--- config.mk ---
export PLATFORM = sky130hd
export DESIGN_NAME = sci_async_receiver
export DESIGN_NICKNAME = d
export VERILOG_FILES = /design/src/core/sci_rx_pkg.sv /design/src/core/sci_rx_if.sv /design/src/core/sci_async_receiver.sv /design/src/core/sci_rx_sampler.sv
export SDC_FILE = /design/constraint.sdc
export NUM_CORES = 1
export LEC_CHECK = 0
export BUFFER_PORTS_ARGS = -buffer_cell sky130_fd_sc_hd__buf_2
export CORE_MARGIN = 2
export CORE_UTILIZATION = 63
export DETAILED_ROUTE_END_ITERATION = 16
export PLACE_DENSITY = 0.93
export RECOVER_POWER = 50
export SYNTH_ARGS = -nofsm -noshare
export SYNTH_HDL_FRONTEND = slang
export SYNTH_SLANG_ARGS = --single-unit
--- constraint.sdc ---
create_clock -name pclk -period 5.1 [get_ports pclk]
set_input_delay 1.02 -clock pclk [delete_from_list [all_inputs] [get_ports pclk]]
set_output_delay 1.02 -clock pclk [all_outputs]
set_load 0.03 [all_outputs]
--- src/core/sci_rx_pkg.sv ---
package sci_rx_pkg;

   // ----------------------------------------------------------------
   // Timing
   // ----------------------------------------------------------------
   localparam int CLK_HZ = 50_000_000;
   localparam int BAUD_DEFAULT = 9600;
   localparam int OVERSAMPLE = 16;
   localparam logic [15:0] DIV_RST =
      16'(CLK_HZ / (OVERSAMPLE * BAUD_DEFAULT) - 1);

   // ----------------------------------------------------------------
   // Register map and fields
   // ----------------------------------------------------------------
   localparam logic [7:0] OFS_CTRL_ONE = 8'h00;
   localparam logic [7:0] OFS_CTRL_TWO = 8'h04;
   localparam logic [7:0] OFS_CTRL_THREE = 8'h08;
   localparam logic [7:0] OFS_DATA = 8'h0c;
   localparam logic [7:0] OFS_STATUS_ONE = 8'h10;
   localparam int NINE_BIT_POS = 4;
   localparam int RX_ENABLE_POS = 6;
   localparam int IRQ_EN_POS = 5;
   localparam int NINTH_POS = 7;
   localparam int FULL_POS = 5;
   localparam int OVERRUN_POS = 3;
   localparam int NOISE_POS = 2;
   localparam int FRAME_POS = 1;
   localparam int BREAK_POS = 0;
   localparam logic [7:0] CTRL_ONE_RST = 8'h00;

   // ----------------------------------------------------------------
   // Oversample phases
   // ----------------------------------------------------------------
   localparam logic [4:0] PH_FIRST = 5'h01;
   localparam logic [4:0] PH_AFTER_EDGE = 5'h02;
   localparam logic [4:0] PH_3 = 5'h03;
   localparam logic [4:0] PH_4 = 5'h04;
   localparam logic [4:0] PH_5 = 5'h05;
   localparam logic [4:0] PH_7 = 5'h07;
   localparam logic [4:0] PH_8 = 5'h08;
   localparam logic [4:0] PH_10 = 5'h0a;
   localparam logic [4:0] PH_11 = 5'h0b;
   localparam logic [4:0] PH_LAST = 5'h10;

   typedef enum logic [3:0] {
      ST_HUNT = 4'b0001,
      ST_START = 4'b0010,
      ST_DATA = 4'b0100,
      ST_STOP = 4'b1000
   } rx_state_t;

   function automatic logic majority3(input logic [2:0] v);
      return (v[0] & v[1]) | (v[0] & v[2]) | (v[1] & v[2]);
   endfunction

   function automatic logic disagree3(input logic [2:0] v);
      return (v != 3'b000) && (v != 3'b111);
   endfunction

endpackage

--- src/core/sci_rx_if.sv ---
`timescale 1ns/100ps
`default_nettype none
interface sci_rx_if;
   logic rxd;
   logic tick;
   modport source (output rxd, output tick);
   modport sink (input rxd, input tick);
endinterface
`default_nettype wire

--- src/core/sci_async_receiver.sv ---
// Notes on behaviour
// - Character length is 8 or 9 data bits, chosen by a control bit.
// - Ninth-bit field holds bit 8, or a copy of bit 7 in 8-bit mode.
// - A complete character moves into the data buffer and sets full.
// - Interrupt request stands while full and receive interrupt enable.
// - Data buffer is read-only from the bus, loaded only by the shifter.
// - Input is sampled at 16 times the baud rate, 16 phases per bit.
// - Phase counter is resynchronised after every start bit.
// - A data bit voting 1 then one voting 0 resynchronises the phase.
// - A 0 after three 1 samples starts the phase count.
// - Start verified at phases 3,5,7; one 1 passes but flags noise.
// - Failed start verification clears the three-sample history and hunts again.
// - Data bits take majority of phases 8-10; disagreement flags noise.
// - Any 1 at start-bit phases 8-10 flags noise, start still taken.
// - Stop majority 0 is a framing error; disagreement flags noise.
// - Framing error is set in the same cycle as receiver full.
// - A break character sets the framing error flag.
// - Phase realigns on valid falling edges within a character.
// - Stop bit starting as late as phase 8 gives no error.
// - Stop bit ending as early as phase 10 gives no error.
// - Overrun keeps the old character and discards the new one.
// - Break clears data and ninth bit, sets break, framing and full.
//
// The placing of the registers and the APB register port were left to the implementer.
`timescale 1ns/100ps
`default_nettype none
module sci_async_receiver
   import sci_rx_pkg::*;
(
   input wire logic pclk,
   input wire logic presetn,
   input wire logic psel,
   input wire logic penable,
   input wire logic pwrite,
   input wire logic [7:0] paddr,
   input wire logic [31:0] pwdata,
   output logic [31:0] prdata,
   output logic pready,
   output logic pslverr,
   input wire logic rxd_pin,
   output logic rx_irq
);

   typedef struct packed {
      logic [7:0] ctrl_one;
      logic irq_en;
      logic [15:0] divisor;
      logic [7:0] data_buf;
      logic ninth;
      logic full;
      logic overrun;
      logic noise;
      logic frame;
      logic brk;
      logic [31:0] prdata;
      rx_state_t st;
      logic [4:0] phase;
      logic [3:0] bit_idx;
      logic [2:0] hist;
      logic [2:0] smp;
      logic [8:0] shreg;
      logic noise_acc;
      logic all_zero;
      logic prev_one;
      logic last_smp;
   } rx_regs_t;

   rx_regs_t q, d;

   sci_rx_if smp_if ();

   sci_rx_sampler u_sampler (
      .pclk(pclk),
      .presetn(presetn),
      .rxd_pin(rxd_pin),
      .divisor(q.divisor),
      .smp(smp_if.source)
   );

   logic s;
   logic nine;
   logic rx_en;
   logic acc_wr;
   logic acc_rd;
   logic data_read;
   logic mapped;
   logic complete;
   logic edge_seen;
   logic last_bit;
   logic [2:0] v;
   logic stop_ok;
   logic is_brk;
   logic [4:0] ph_next;

   assign s = smp_if.rxd;
   assign nine = q.ctrl_one[NINE_BIT_POS];
   assign rx_en = q.ctrl_one[RX_ENABLE_POS];
   assign acc_wr = psel && penable && pwrite;
   assign acc_rd = psel && penable && !pwrite;
   assign data_read = acc_rd && (paddr == OFS_DATA);
   assign mapped = (paddr == OFS_CTRL_ONE) || (paddr == OFS_CTRL_TWO) ||
                   (paddr == OFS_CTRL_THREE) || (paddr == OFS_DATA) ||
                   (paddr == OFS_STATUS_ONE);
   assign v = {q.smp[1:0], s};
   assign last_bit = (q.bit_idx == (nine ? 4'h8 : 4'h7));
   assign ph_next = (q.phase == PH_LAST) ? PH_FIRST : q.phase + 5'h01;
   // A valid falling edge follows a bit that voted 1
   assign edge_seen = q.prev_one && q.last_smp && !s;
   assign stop_ok = majority3(v);
   assign is_brk = !stop_ok && q.all_zero;
   assign complete = smp_if.tick && rx_en && (q.st == ST_STOP) &&
                     (q.phase == PH_10);

   // ----------------------------------------------------------------
   // Bus answers
   // ----------------------------------------------------------------
   assign pready = 1'b1;
   assign pslverr = psel && penable && !mapped;
   assign prdata = q.prdata;
   assign rx_irq = q.full && q.irq_en;

   always_comb
   begin
      d = q;

      // Read data is captured in the setup cycle so it leaves a flop
      if (psel && !penable)
      begin
         d.prdata = 32'h0000_0000;
         case (paddr)
            OFS_CTRL_ONE: d.prdata[7:0] = q.ctrl_one;
            OFS_CTRL_TWO:
            begin
               d.prdata[IRQ_EN_POS] = q.irq_en;
               d.prdata[NINTH_POS] = q.ninth;
            end
            OFS_CTRL_THREE: d.prdata[15:0] = q.divisor;
            OFS_DATA: d.prdata[7:0] = q.data_buf;
            OFS_STATUS_ONE:
            begin
               d.prdata[FULL_POS] = q.full;
               d.prdata[OVERRUN_POS] = q.overrun;
               d.prdata[NOISE_POS] = q.noise;
               d.prdata[FRAME_POS] = q.frame;
               d.prdata[BREAK_POS] = q.brk;
            end
            default: d.prdata = 32'h0000_0000;
         endcase
      end

      // Data buffer has no write path from the bus
      if (acc_wr)
      begin
         case (paddr)
            OFS_CTRL_ONE: d.ctrl_one = pwdata[7:0];
            OFS_CTRL_TWO: d.irq_en = pwdata[IRQ_EN_POS];
            OFS_CTRL_THREE: d.divisor = pwdata[15:0];
            default: d.ctrl_one = q.ctrl_one;
         endcase
      end

      // Reading the character acknowledges it and its error flags
      if (data_read)
      begin
         d.full = 1'b0;
         d.overrun = 1'b0;
         d.noise = 1'b0;
         d.frame = 1'b0;
         d.brk = 1'b0;
      end

      // --------------------------------------------------------------
      // Receive engine, one step per oversample phase
      // --------------------------------------------------------------
      if (!rx_en)
      begin
         d.st = ST_HUNT;
         d.hist = 3'b000;
      end
      else if (smp_if.tick)
      begin
         d.last_smp = s;
         d.phase = ph_next;
         case (q.st)
            ST_HUNT:
            begin
               d.hist = {q.hist[1:0], s};
               if (q.hist == 3'b111 && !s)
               begin
                  // The edge sample counts as the first phase
                  d.st = ST_START;
                  d.phase = PH_AFTER_EDGE;
                  d.smp = 3'b000;
                  d.noise_acc = 1'b0;
                  d.all_zero = 1'b1;
                  d.prev_one = 1'b0;
               end
            end
            ST_START:
            begin
               if (q.phase == PH_3 || q.phase == PH_5)
                  d.smp = {q.smp[1:0], s};
               if (q.phase == PH_7)
               begin
                  if (v == 3'b011 || v[2] + v[1] + v[0] > 2'd1)
                  begin
                     d.st = ST_HUNT;
                     d.hist = 3'b000;
                  end
                  else if (v != 3'b000)
                     d.noise_acc = 1'b1;
               end
               if (q.phase >= PH_8 && q.phase <= PH_10 && s)
                  d.noise_acc = 1'b1;
               if (q.phase == PH_LAST)
               begin
                  d.st = ST_DATA;
                  d.phase = PH_FIRST;
                  d.bit_idx = 4'h0;
               end
            end
            ST_DATA:
            begin
               if (q.phase >= PH_8 && q.phase <= PH_10)
                  d.smp = {q.smp[1:0], s};
               if (q.phase == PH_10)
               begin
                  d.shreg[q.bit_idx] = majority3(v);
                  d.prev_one = majority3(v);
                  if (majority3(v))
                     d.all_zero = 1'b0;
                  if (disagree3(v))
                     d.noise_acc = 1'b1;
               end
               // Edge early in a bit pulls the phase back, late in a bit
               // it opens the next bit: this absorbs sender drift
               if (edge_seen && (q.phase >= PH_11 || (q.phase >= PH_AFTER_EDGE
                   && q.phase <= PH_4)))
               begin
                  d.phase = PH_AFTER_EDGE;
                  d.prev_one = 1'b0;
                  if (q.phase >= PH_11)
                  begin
                     d.bit_idx = q.bit_idx + 4'h1;
                     if (last_bit)
                        d.st = ST_STOP;
                  end
               end
               else if (q.phase == PH_LAST)
               begin
                  d.bit_idx = q.bit_idx + 4'h1;
                  if (last_bit)
                     d.st = ST_STOP;
               end
            end
            ST_STOP:
            begin
               // Only phases 8-10 matter, so late or early edges of the
               // stop bit outside that span pass clean
               if (q.phase >= PH_8 && q.phase <= PH_10)
                  d.smp = {q.smp[1:0], s};
               if (q.phase == PH_10)
               begin
                  d.st = ST_HUNT;
                  d.hist = v;
                  d.prev_one = 1'b0;
               end
            end
            default:
            begin
               d.st = ST_HUNT;
               d.hist = 3'b000;
            end
         endcase
      end

      // --------------------------------------------------------------
      // Character completion; the set wins over a read in this cycle
      // --------------------------------------------------------------
      if (complete)
      begin
         if (q.full && !data_read)
            d.overrun = 1'b1;
         else
         begin
            d.full = 1'b1;
            d.data_buf = is_brk ? 8'h00 : q.shreg[7:0];
            d.ninth = is_brk ? 1'b0 : (nine ? q.shreg[8] : q.shreg[7]);
            d.frame = d.frame | !stop_ok;
            d.noise = d.noise | q.noise_acc | disagree3(v);
            d.brk = d.brk | is_brk;
         end
      end
   end

   always_ff @(posedge pclk or negedge presetn)
   begin
      if (!presetn)
      begin
         q <= '0;
         q.ctrl_one <= CTRL_ONE_RST;
         q.divisor <= DIV_RST;
         q.st <= ST_HUNT;
         q.phase <= PH_FIRST;
         q.all_zero <= 1'b1;
         q.last_smp <= 1'b1;
      end
      else
         q <= d;
   end
endmodule
`default_nettype wire

--- src/core/sci_rx_sampler.sv ---
`timescale 1ns/100ps
`default_nettype none
module sci_rx_sampler
   import sci_rx_pkg::*;
(
   input wire logic pclk,
   input wire logic presetn,
   input wire logic rxd_pin,
   input wire logic [15:0] divisor,
   sci_rx_if.source smp
);

   typedef struct packed {
      logic meta;
      logic sync;
      logic [15:0] cnt;
      logic tick;
   } sampler_t;

   sampler_t q, d;

   // ----------------------------------------------------------------
   // Pin synchroniser and oversample enable
   // ----------------------------------------------------------------
   always_comb
   begin
      d = q;
      d.meta = rxd_pin;
      d.sync = q.meta;
      d.tick = 1'b0;
      if (q.cnt >= divisor)
      begin
         d.cnt = 16'h0000;
         d.tick = 1'b1;
      end
      else
      begin
         d.cnt = q.cnt + 16'h0001;
      end
   end

   // Line idles high, so the synchroniser resets to 1
   always_ff @(posedge pclk or negedge presetn)
   begin
      if (!presetn)
         q <= '{meta: 1'b1, sync: 1'b1, cnt: 16'h0000, tick: 1'b0};
      else
         q <= d;
   end

   assign smp.rxd = q.sync;
   assign smp.tick = q.tick;

endmodule
`default_nettype wire

==> metrics.sh, run 1 <==
CP_DELAY_BY_FAMILY_TOP='simple AND/OR/NAND/NOR gates'
TRITONCTS='done'
FP.DIEW_UM=100.8
POST_CTS_RESIZED=0
SWITCHINGPOWER_uW=405.9
SETUP_VIOLATIONS=0
MAXCAPVIOLATIONS=1
PORT-BUFFER-COUNT=47
TIMING.CRITICAL_PATH.SLOWEST_STAGE_CELL='sky130_fd_sc_hd__nand4_1'
FMAX_MHz=297.1
CRITICAL_PATH.REG2REG.STARTPOINT='q[30]$_DFFE_PN0P_'
TIMING.CRITICAL_PATH.FROM_TYPE='input pin'
DRT_WL_CELL_UM=17.84
SEQ_AREA_SQ_UM=2639
TRITONCTS.NUM_BUFFERS=9
LAYOUT_WORST_PATH_CYCLE_SHARE=0.6600
SYNTH_SEQUENTIAL_AREA_RATIO=0.4470
TIMING.FINAL.MAX_SLEW_VIOLATIONS=37
SYNTHARSTFLOPSHARE=1.000
FINCLKSKEW_PS=15.45
SYNTH_AREA_PER_CELL_SQ_UM=9.583
DIE_H_UM=100.8
BOUNDARYPINS=81
N_ANTENNA_CELL=0
POST-LAYOUT-TOTAL-POWER_mW=1.573
DETAILROUTE.VIA_COUNT=4688
WORSTHOLDPATHTYPE='reg -> reg'
CTSHOLDBUFFERS=0
GRT.MET3_USAGE=0.05895
DRT_FIRST_ITER_VIOLATIONS=344
CRITICAL-PATH-MAX-STAGE-DELAY_PS=740
SYNTH_WARNINGS=0
RUN_STATUS='finished with violations'
COUNT_OF_FILL_CELLS_ADDED_DURING_FILLER_INSERTION=627
CP.DEPTH=6
FP-ROW-COUNT=35
AREA_OF_THE_CORE_SQ_UM=9153
MAXIMUM_BUFFER_DEPTH_OF_THE_CLOCK_TREE=2
POWER.IR.VDD_WORST_V=0.0001616
START_UTIL=0.6450
CRIT_PATH_END_KIND='flip-flop'
RRSETUPSLACK_PS=2130
WORST_PIN_SLEW_PS=1898
CP_NUM_BUF_INV=1
MULTI_INPUT_AREA_SQ_UM=2816
ROUTED_VIA_DENSITY=6.267
CLOCK_SINKS=105
INITIAL_ANTENNA_VIOLATION_COUNT=0
SEQUENTIALPOWERSHARE=0.554
MAPPEDNETLISTAREA_SQ_UM=5903
GLOBAL_ROUTE.USAGE.MET1=0.3669
FAILED_CHECKS='max-capacitance violations, max-slew violations'
CTS.CLK_SLEW.WORST_PATHS_PS=100
WORST_SETUP_PATH_STARTPOINT='paddr[1]'
REG2REG_DEPTH=6
WORST-PATH-MAX-FANOUT=16
FINAL_CORE_UTIL=0.6771
FINAL_ANTENNA_NET_COUNT=0
POWER_DENSITY_OF_THE_PLACED_CELLS_nW_PER_UM2=253.8
GRT_PASS1_VIAS=4597
ROUTABILITYCONGESTION=0.9828
GRT_FIRST_PASS_WIRELENGTH_UM=22180
COMBINATIONALPOWERSHARE=0.083
WORSTPATHREQUIRED_PS=5360
HPWLAFTERDP_UM=9695
INSERTION_DELAY_TO_THE_LATER_SINK_OF_THE_WORST_SKEW_PAIR_PS=380
YS_SEQ_ELEMENTS=105
HTREEDEPTH=3
CRITPATHARRIVALTIME_PS=3630
GLOBAL_ROUTE.PEAK_USAGE_LAYER='met2'
DRT_WL_TOTAL_UM=13350
DRC_ERRORS=0
FIN_CRIT_PS=3366
RSZ0062_AT_GRT='no'
POSTSYNTH.TOPFLOPCELL='sky130_fd_sc_hd__dfrtp_1'
SLEW-LIMIT-HEADROOM=-0.2655
FINISH.NET_COUNT=704
CRIT_CHAIN='buf_2 > or4_4 > or3_1 > nor2_1 > nand4_1 > mux2_2'
CTS_ROOT_BUFFER='sky130_fd_sc_hd__clkbuf_8'
GRT.OVERFLOW.TOTAL=0
FIRST_PASS_ITERS=6
TOT_GR_TRACK_USE=0.2792
POST_ROUTE_CELLS_DRIVE_ABOVE_1_SHARE=0.1774
SETUP.WORST_PATH.END='q[85]$_DFFE_PN0P_'
SYNTH_ENABLE_FLOP_CELLS=0
TIMING.SETUP.CRITICAL_PATH_CLASS='in -> reg'
AREA_GROWTH_SYN_TO_LAYOUT_PCT=4.981
SYNTH_CELLS=616
PIN_COUNT_OF_THE_BIGGEST_NET_ENTERING_GLOBAL_ROUTING=71
FINAL.SETUP.TNS_PS=0
SETUP_FIX_BUFS_POST_CTS=0
GR-USAGE-MET2=0.4497
SW_FRAC_OF_TOTAL=0.2581
FLOORPLAN.DIE_AREA_SQ_UM=10160
SYNTH_CELL_TYPE_COUNT=64
P_LEAK_nW=2.898
POWER_FRAC_CLOCK=0.363
INTERNAL_CELL_POWER_mW=1.167
FINAL_NUMBER_OF_HOLD_VIOLATING_ENDPOINTS=0
==> flip-flops by register name (all words and copies together), names as in the netlist, named ones only <==
signal,cells
nine,1
u_sampler.d,1
u_sampler.q,16
q,60
prdata,16
u_sampler.smp.rxd,1
u_sampler.smp.tick,1
==> per-stage QoR <==
step / area (sq um) / setup WS [ps] / std cells / hold WS (ps)
floorplan: 5959 / 1920 / 631 / 345.2
global placement: 5992 / 1537 / 732 / 346.0
detailed placement: 5992 / 1417 / 732 / 350.5
CTS: 6205 / 1795 / 748 / 365.3
global route: 6197 / 1548 / 748 / 371.0
finish: 6197 / 1734 / 748 / 365.3
==> synthesized netlist by cell type, types with 10 or more instances <==
library cell	instances	area [sq um]
sky130_fd_sc_hd__a21oi_1	21	105.1
sky130_fd_sc_hd__buf_4	34	255.2
sky130_fd_sc_hd__clkbuf_1	21	78.83
sky130_fd_sc_hd__dfrtp_1	96	2402
sky130_fd_sc_hd__ha_1	26	325.3
sky130_fd_sc_hd__inv_1	39	146.4
sky130_fd_sc_hd__mux2_2	36	405.4
sky130_fd_sc_hd__mux2i_1	10	100.1
sky130_fd_sc_hd__nand2_1	66	247.7
sky130_fd_sc_hd__nand2b_1	10	62.56
sky130_fd_sc_hd__nand3_1	25	125.1
sky130_fd_sc_hd__nor2_1	55	206.5
sky130_fd_sc_hd__nor3_1	11	55.05
sky130_fd_sc_hd__o21ai_0	37	185.2
==> layer usage <==
metal	share of wire	routed length, um	vias up
met5	0	0	-
met4	0.033	435	0
met3	0.068	914	53
met2	0.50	6612	219
met1	0.40	5384	2293
li1	-	-	2123
==> cell families after synthesis <==
logic type	count (synthesis)	share of synthesized area
AO/OA/AOI/OAI	109	0.1208
adder cells (fa/ha/maj)	26	0.05511
other	2	0.001272
multiplexers	48	0.09326
XOR/XNOR	14	0.02077
AND/OR/NAND/NOR	214	0.1761
buffers and inverters	98	0.08563
flip-flops	105	0.4470
==> area by class of cell <==
cell class,instances,area share
Tap cell,111,0.02241
Clock buffer,11,0.02120
Multi-Input combinational cell,428,0.4545
Timing Repair Buffer,49,0.03937
Sequential cell,105,0.4258
Inverter,39,0.02362
Clock inverter,5,0.01312
==> power groups by stage <==
stage / clock [mW] / combinational (mW) / sequential, mW
6_report: 0.571 / 0.130 / 0.871
5_1_grt: 0.609 / 0.148 / 0.874
4_1_cts: 0.571 / 0.130 / 0.871
3_5_place_dp: 0 / 0.129 / 0.887
3_3_place_gp: 0 / 0.123 / 0.884
2_1_floorplan: 0 / 0.0944 / 0.880
==> worst min path at each step <==
stage / startpoint / end / depth (start not counted)
finish: u_sampler.d[17]$_DFF_PN1_ / u_sampler.smp.rxd$_DFF_PN1_ / 0
global route: u_sampler.d[17]$_DFF_PN1_ / u_sampler.smp.rxd$_DFF_PN1_ / 0
detailed placement: u_sampler.d[17]$_DFF_PN1_ / u_sampler.smp.rxd$_DFF_PN1_ / 0
global placement: u_sampler.d[17]$_DFF_PN1_ / u_sampler.smp.rxd$_DFF_PN1_ / 0
floorplan: u_sampler.d[17]$_DFF_PN1_ / u_sampler.smp.rxd$_DFF_PN1_ / 0
CTS: u_sampler.d[17]$_DFF_PN1_ / u_sampler.smp.rxd$_DFF_PN1_ / 0
==> worst register-to-register path, stage by stage (launching register included) <==
cell and delay (ps):
sky130_fd_sc_hd__dfrtp_1 590, sky130_fd_sc_hd__nor3b_1 390, sky130_fd_sc_hd__nor2b_1 700, sky130_fd_sc_hd__nand3_1 270
sky130_fd_sc_hd__nor3b_1 470, sky130_fd_sc_hd__nand2_1 160, sky130_fd_sc_hd__mux2_2 300
==> layout by cell type (no fill, tap or decap), types with 21 or more instances in the layout <==
master,n
sky130_fd_sc_hd__ha_1,26
sky130_fd_sc_hd__a21oi_1,21
sky130_fd_sc_hd__nor2_1,55
sky130_fd_sc_hd__buf_2,42
sky130_fd_sc_hd__nand3_1,25
sky130_fd_sc_hd__inv_1,39
sky130_fd_sc_hd__mux2_2,36
sky130_fd_sc_hd__dfrtp_1,96
sky130_fd_sc_hd__o21ai_0,37
sky130_fd_sc_hd__nand2_1,66
Note: power is estimated with default switching activity, not from simulation.
==> run 2: changes to the inputs <==
- ABC_AREA: default -> 1
- CORE_UTILIZATION: 63 -> 58
- PLACE_DENSITY: 0.93 -> 0.87
- clock period: 5.1 -> 3.4 ns (I/O delays scaled with it)
==> run 2 against run 1 <==
Effect of this change: the run still ends with max-capacitance violations, max-slew violations left; worst setup slack got worse by 960 ps; critical path depth increased by 1; non-clock buffer count increased by 1; die area increased by 12%; core utilization decreased by 4.8 points; largest cell class unchanged; largest power group unchanged.
==> metrics.sh, run 2 <==
RUN_STATUS='finished with violations'
FAILED_CHECKS='max-capacitance violations, max-slew violations'
TOT_GR_TRACK_USE=0.2348  # -0.04438
SETUP_WS_PS=777.5  # -956.3 ps
DETAILROUTE.VIA_COUNT=4933  # +5.2%
FIN_CRIT_PS=2622
FINAL_ANTENNA_NET_COUNT=0  # unchanged
PLACE_WORST_SETUP_SLACK_PS=808.9  # -608.0 ps
TIMING.FINAL.MAX_SLEW_VIOLATIONS=46  # +24%
HTREEDEPTH=3  # unchanged
COUNT_OF_FILL_CELLS_ADDED_DURING_FILLER_INSERTION=872  # +39%
CRITPATHARRIVALTIME_PS=1940  # -1690 ps
SYNTH_CELL_TYPE_COUNT=46  # -28%
ROUTED_VIA_DENSITY=5.379  # -14%
FINAL.HOLD.WORST_SLACK_PS=372.1  # +6.794 ps
AREA_GROWTH_SYN_TO_LAYOUT_PCT=6.099
LAYOUT_WORST_PATH_CYCLE_SHARE=0.7713
TIMING.CRITICAL_PATH.FROM_TYPE='input pin'
FINAL_CORE_UTIL=0.6290  # -0.04805
REGISTER_BANK_WITH_THE_MOST_FLOPS='q'
GRT.OVERFLOW.TOTAL=0  # unchanged
CTSHOLDBUFFERS=0  # unchanged
TRITONCTS.NUM_BUFFERS=9  # unchanged
CLOCK_SINKS=105  # unchanged
TIMING.SETUP.CRITICAL_PATH_CLASS='in -> out'
INITIAL_ANTENNA_VIOLATION_COUNT=0  # unchanged
SYNTH_CELLS=750  # +22%
MAXIMUM_BUFFER_DEPTH_OF_THE_CLOCK_TREE=2  # unchanged
CRITICAL_PATH.REG2REG.STARTPOINT='q[101]$_DFFE_PN0P_'
P_LEAK_nW=3.146  # +8.6%
SYNTH.TOP_CELLS.BY_AREA='sky130_fd_sc_hd__dfrtp_1 (39%), sky130_fd_sc_hd__nand2_1 (9.5%), sky130_fd_sc_hd__inv_1 (6.4%)'
DRT_WL_CELL_UM=13.84  # -22%
SYNTH_ENABLE_FLOP_CELLS=0  # unchanged
START_UTIL=0.5929  # -0.05209
FP.DIEW_UM=106.5  # +5.6%
FINCLKSKEW_PS=18.87  # +3.418 ps
SLEW-LIMIT-HEADROOM=-0.6902  # -0.4247
DRT_FIRST_ITER_VIOLATIONS=292  # -15%
FINAL.SETUP.TNS_PS=0  # unchanged
FINAL_COMMON_CELL='sky130_fd_sc_hd__nand2_1'
MAXCAPVIOLATIONS=1  # unchanged
FMAX_MHz=381.3
SYNTH_AREA_LEADER_CELL='sky130_fd_sc_hd__dfrtp_1'
AREA_OF_THE_CORE_SQ_UM=10280  # +12%
GRT_FIRST_PASS_WIRELENGTH_UM=21320  # -3.9%
PORT-BUFFER-COUNT=47  # unchanged
GRT_PASS1_VIAS=4636  # +0.85%
WORST_HOLD_STARTPOINT='u_sampler.d[17]$_DFF_PN1_'
HPWLAFTERDP_UM=9282  # -4.3%
POST_ROUTE_CELLS_DRIVE_ABOVE_1_SHARE=0.1306  # -0.04679
INSERTION_DELAY_TO_THE_LATER_SINK_OF_THE_WORST_SKEW_PAIR_PS=390  # about the same
CTS_ROOT_BUFFER='sky130_fd_sc_hd__clkbuf_8'
POST_CTS_RESIZED=0  # unchanged
CTS.CLK_SLEW.WORST_PATHS_PS=110  # about the same
POWER.IR.VDD_WORST_V=0.0002077  # +29%
WORST_SETUP_PATH_STARTPOINT='paddr[1]'
SETUP_VIOLATIONS=0  # unchanged
DRC_ERRORS=0  # unchanged
POWER_DENSITY_OF_THE_PLACED_CELLS_nW_PER_UM2=357.0  # +41%
FP-ROW-COUNT=37  # +5.7%
COMMONEST_CELLS_AFTER_ROUTING_FILL_AND_TAPS_ASIDE='sky130_fd_sc_hd__nand2_1 (155), sky130_fd_sc_hd__inv_1 (104), sky130_fd_sc_hd__dfrtp_1 (96)'
SYNTH.MOST_COMMON_CELL='sky130_fd_sc_hd__nand2_1'
N_ANTENNA_CELL=0  # unchanged
SETUP_FIX_BUFS_POST_CTS=0  # unchanged
ROUTABILITYCONGESTION=0.8715  # -11%
WORSTHOLDPATHTYPE='reg -> reg'
FLOORPLAN.DIE_AREA_SQ_UM=11340  # +12%
FIRST_PASS_ITERS=5  # -1
SYNTH_WARNINGS=0  # unchanged
FINAL_NUMBER_OF_HOLD_VIOLATING_ENDPOINTS=0  # unchanged
YS_SEQ_ELEMENTS=105  # unchanged
DRT_WL_TOTAL_UM=12700  # -4.9%
MAPPEDNETLISTAREA_SQ_UM=6093  # +3.2%
SYNTHARSTFLOPSHARE=1.000  # unchanged
PIN_COUNT_OF_THE_BIGGEST_NET_ENTERING_GLOBAL_ROUTING=47  # -34%
CRIT_PATH_END_KIND='output port'
TRITONCTS='done'
WORST_PIN_SLEW_PS=2535  # +637.1 ps
LEADING_POST_SYNTHESIS_CELLS_BY_INSTANCE_COUNT='sky130_fd_sc_hd__nand2_1 (155), sky130_fd_sc_hd__inv_1 (104), sky130_fd_sc_hd__dfrtp_1 (96)'
BOUNDARYPINS=81  # unchanged
RSZ0062_AT_GRT='no'
SYNTH_TOP_AREA_SHARE=0.3943  # -0.01270
LARGEST_REGISTER_FFS=60  # unchanged
POST-LAYOUT-TOTAL-POWER_mW=2.308  # +47%
FINISH.NET_COUNT=848  # +20%
DIE_H_UM=106.5  # +5.6%
SYNTH_SEQUENTIAL_AREA_RATIO=0.4331  # -0.01395
WORST-PATH-MAX-FANOUT=6  # -10
SYNTH_AREA_PER_CELL_SQ_UM=8.124  # -15%
POSTSYNTH.TOPFLOPCELL='sky130_fd_sc_hd__dfrtp_1'
WORSTPATHREQUIRED_PS=2720  # -2640 ps
==> run 2: cell types whose count changed after synthesis, sizes merged, moves of 16 or more <==
cell,delta
nand2,+93
inv,+65
nand3,+29
mux2,-27
o21ai,+19
nor2,+16
==> run 2: cell type report <==
class	count	area (sq um)	share of cell area
multi-input combinational	504	2779	0.4298
sequential	105	2639	0.4082
inverter	106	397.9	0.06154
timing repair buffer	50	261.5	0.04045
tap	136	170.2	0.02632
clock buffer	9	123.9	0.01916
clock inverter	7	93.84	0.01452
==> run 2: metrics by stage <==
| step | cell area, sq um | std cells |
|---|---|---|
| 5_1_grt | 6465 | 917 |
| 6_report | 6465 | 917 |
| 3_5_place_dp | 6259 | 901 |
| 4_1_cts | 6476 | 917 |
| 3_3_place_gp | 6259 | 901 |
| 2_1_floorplan | 6150 | 765 |
==> run 2: critical path, stage by stage <==
cell and delay (ps):
sky130_fd_sc_hd__buf_2 90, sky130_fd_sc_hd__or2_0 340, sky130_fd_sc_hd__nor3_1 240, sky130_fd_sc_hd__nand4_1 220
sky130_fd_sc_hd__o21ai_0 140, sky130_fd_sc_hd__nor2_1 50, sky130_fd_sc_hd__buf_2 170
==> run 2: path summary, 6_finish.rpt <==
check                                                    to  slack, ps  cells after the start
worst max-delay path                                pslverr        780                      7
worst min-delay path            u_sampler.smp.rxd$_DFF_PN1_        370                      0
worst max register to register            q[76]$_DFFE_PN0P_        980                      7
worst min register to register  u_sampler.smp.rxd$_DFF_PN1_        370                      0
max in group asynchronous                         async pin        890                      1
min in group asynchronous                 q[19]$_DFFE_PN0P_       1070                      1
==> run 2: kinds of logic (layout without fill, tap and decap cells) <==
kind of cell / Yosys count / in the layout / synth area share
AOI/OAI and AO/OA: 108 / 108 / 0.1088
xor gates and xnor gates: 15 / 15 / 0.02156
adders and majority gates: 26 / 26 / 0.05339
buffers and inverters: 156 / 172 / 0.1201
DFF: 105 / 105 / 0.4331
muxes: 15 / 15 / 0.02649
other: 2 / 17 / 0.001232
and+or+nand+nor: 323 / 323 / 0.2353
==> run 2: report_power, final <==
| group | internal [mW] | switching [mW] |
|---|---|---|
| logic | 0.0561 | 0.141 |
| clock network | 0.305 | 0.509 |
| registers | 1.27 | 0.0226 |
| total | 1.64 | 0.673 |
==> run 2: per-layer routing <==
metal / share of wire / track usage / vias to the layer above
met2: 0.46 / 0.3649 / 157
li1: - / - / 2439
met5: 0 / 0 / -
met3: 0.051 / 0.03495 / 41
met4: 0.027 / 0.09833 / 0
met1: 0.46 / 0.3309 / 2296
==> run 3: changes to the inputs <==
- clock period: 3.4 -> 2.7 ns (I/O delays scaled with it)
==> run 3 against run 2 <==
Effect of this change: the flow still finishes with violations (max-capacitance violations, max-slew violations); critical endpoint unchanged; hold slack worse by 120 ps; combinational power up 26%; via count down 0.12%; cell area up 0.21%; sequential power up 25%; cell count up 0.44%; worst setup slack worse by 450 ps; sequential cell count unchanged; first-iteration DRC count up 18%; register-to-register slack worse by 480 ps; critical path depth unchanged.
==> metrics.sh, run 3 (synthesized netlist as in run 2, its figures left out) <==
PIN_COUNT_OF_THE_BIGGEST_NET_ENTERING_GLOBAL_ROUTING=67  # +43%
AREA_OF_THE_CORE_SQ_UM=10280  # unchanged
DIE_H_UM=106.5  # unchanged
GRT_PASS1_VIAS=4695  # +1.3%
GRT.OVERFLOW.TOTAL=0  # unchanged
REG2REG_DEPTH=8  # +1
WORST-PATH-MAX-FANOUT=6  # unchanged
ROUTED_VIA_DENSITY=5.350  # -0.56%
POST_ROUTE_CELLS_DRIVE_ABOVE_1_SHARE=0.1350  # +0.004430
FMAX_MHz=420.7
TIMING.CRITICAL_PATH.FROM_TYPE='input pin'
TIMING.FINAL.MAX_SLEW_VIOLATIONS=41  # -11%
PLACE_INST=905  # +0.44%
FIRST_PASS_ITERS=5  # unchanged
TRITONCTS='done'
INSERTION_DELAY_TO_THE_LATER_SINK_OF_THE_WORST_SKEW_PAIR_PS=390  # about the same
TIMING.SETUP.CRITICAL_PATH_CLASS='in -> out'
BOUNDARYPINS=81  # unchanged
FIN_CRIT_PS=2377
GRT_FIRST_PASS_WIRELENGTH_UM=21560  # +1.1%
POST_CTS_RESIZED=0  # unchanged
CTS_ROOT_BUFFER='sky130_fd_sc_hd__clkbuf_8'
CRIT_PATH_END_KIND='output port'
HPWLAFTERDP_UM=9200  # -0.88%
TRITONCTS.NUM_BUFFERS=9  # unchanged
FINISH.NET_COUNT=852  # +0.47%
FINAL_NUMBER_OF_HOLD_VIOLATING_ENDPOINTS=0  # unchanged
FINAL_COMMON_CELL='sky130_fd_sc_hd__nand2_1'
COMMONEST_CELLS_AFTER_ROUTING_FILL_AND_TAPS_ASIDE='sky130_fd_sc_hd__nand2_1 (155), sky130_fd_sc_hd__inv_1 (104), sky130_fd_sc_hd__dfrtp_1 (96)'
DETAILROUTE.VIA_COUNT=4927  # -0.12%
CRITICAL_PATH.REG2REG.STARTPOINT='q[29]$_DFFE_PN0P_'
SETUP_FIX_BUFS_POST_CTS=0  # unchanged
DRT_WL_CELL_UM=13.80  # -0.34%
MAXIMUM_BUFFER_DEPTH_OF_THE_CLOCK_TREE=2  # unchanged
SETUP.WORST_PATH.END='pslverr'
RSZ0062_AT_GRT='no'
TOT_GR_TRACK_USE=0.2370  # +0.002117
FINAL_CELL_COUNT_WITHOUT_FILLERS=921  # +0.44%
CRITPATHARRIVALTIME_PS=1840  # -100 ps
N_ANTENNA_CELL=0  # unchanged
REGISTER_BANK_WITH_THE_MOST_FLOPS='q'
RUN_STATUS='finished with violations'
POWER_DENSITY_OF_THE_PLACED_CELLS_nW_PER_UM2=447.0  # +25%
CTS.CLK_SLEW.WORST_PATHS_PS=100  # about the same
FINAL_CORE_UTIL=0.6304  # +0.001339
LAYOUT_WORST_PATH_CYCLE_SHARE=0.8803
SETUP_VIOLATIONS=0  # unchanged
FAILED_CHECKS='max-capacitance violations, max-slew violations'
FP-ROW-COUNT=37  # unchanged
DRC_ERRORS=0  # unchanged
POST-LAYOUT-TOTAL-POWER_mW=2.896  # +25%
WORSTPATHREQUIRED_PS=2160  # -560 ps
CTSHOLDBUFFERS=0  # unchanged
MAXCAPVIOLATIONS=1  # unchanged
WORST_SETUP_PATH_STARTPOINT='paddr[1]'
P_LEAK_nW=3.161  # +0.47%
WORSTREG2REGEND='q[69]$_DFFE_PN0P_'
SLEW-LIMIT-HEADROOM=-0.3943  # +0.2959
PORT-BUFFER-COUNT=47  # unchanged
LARGEST_REGISTER_FFS=60  # unchanged
FINCLKSKEW_PS=21.59  # +2.721 ps
HTREEDEPTH=3  # unchanged
DRT_FIRST_ITER_VIOLATIONS=344  # +18%
WORSTHOLDPATHTYPE='in -> reg'
FP.DIEW_UM=106.5  # unchanged
FINAL_ANTENNA_NET_COUNT=0  # unchanged
FINAL.SETUP.TNS_PS=0  # unchanged
POWER.IR.VDD_WORST_V=0.0003408  # +64%
AREA_GROWTH_SYN_TO_LAYOUT_PCT=6.324
RRSETUPSLACK_PS=500  # -480 ps
START_UTIL=0.5929  # unchanged
CLOCK_SINKS=105  # unchanged
ROUTABILITYCONGESTION=0.9102  # +4.4%
DRT_WL_TOTAL_UM=12710  # about the same
FLOORPLAN.DIE_AREA_SQ_UM=11340  # unchanged
FINAL_AREA_SQ_UM=6479  # +0.21%
WORST_PIN_SLEW_PS=2091  # -443.8 ps
INITIAL_ANTENNA_VIOLATION_COUNT=0  # unchanged
POST_DP_CELL_AREA_SQ_UM=6289  # +0.48%
MIN_PATH_CELLS=1  # +1
==> run 3: worst min-delay path by stage <==
stage	start	to	slack, ps
after floorplan	presetn	async pin	240
after global placement	u_sampler.d[17]$_DFF_PN1_	u_sampler.smp.rxd$_DFF_PN1_	350
after detailed placement	u_sampler.d[17]$_DFF_PN1_	u_sampler.smp.rxd$_DFF_PN1_	350
after CTS	presetn	q[24]$_DFFE_PN0P_	120
after global routing	rxd_pin	u_sampler.d[17]$_DFF_PN1_	230
final	rxd_pin	u_sampler.d[17]$_DFF_PN1_	260
==> run 3: through the flow <==
step / worst slack, ps / hold WS (ps)
global route: 121.5 / 233.5
floorplan: 669.5 / 244.4
CTS: 394.8 / 122.4
finish: 323.2 / 255.0
detailed placement: 392.5 / 347.3
global placement: 408.3 / 345.4
==> run 3: critical path: stages <==
cell                      delay (ps)
sky130_fd_sc_hd__buf_2            90
sky130_fd_sc_hd__or2_0           350
sky130_fd_sc_hd__nor3_1          250
sky130_fd_sc_hd__nand4_1         230
sky130_fd_sc_hd__o21ai_0         140
sky130_fd_sc_hd__nor2_1           50
sky130_fd_sc_hd__buf_2           170
==> run 3: final cells by class <==
| cell class | count | area [sq um] |
|---|---|---|
| inverters | 106 | 397.9 |
| multi-input cells | 504 | 2779 |
| clock inverters | 7 | 88.84 |
| clock buffers | 9 | 123.9 |
| repair buffers | 54 | 280.3 |
| well taps | 136 | 170.2 |
| flip-flops and latches | 105 | 2639 |
| fillers | 858 | 3799 |
==> run 3: routing by layer <==
metal	GRT usage	part of all wire	up-vias
met5	0	0	-
met4	0.07236	0.015	0
met3	0.04169	0.062	20
met2	0.3874	0.47	156
met1	0.3243	0.45	2307
li1	-	-	2444
==> run 3: where the power goes <==
group | total, mW | internal, mW | switching (mW)
clock | 1.02 | 0.383 | 0.633
combinational | 0.248 | 0.0702 | 0.178
sequential | 1.63 | 1.60 | 0.0280
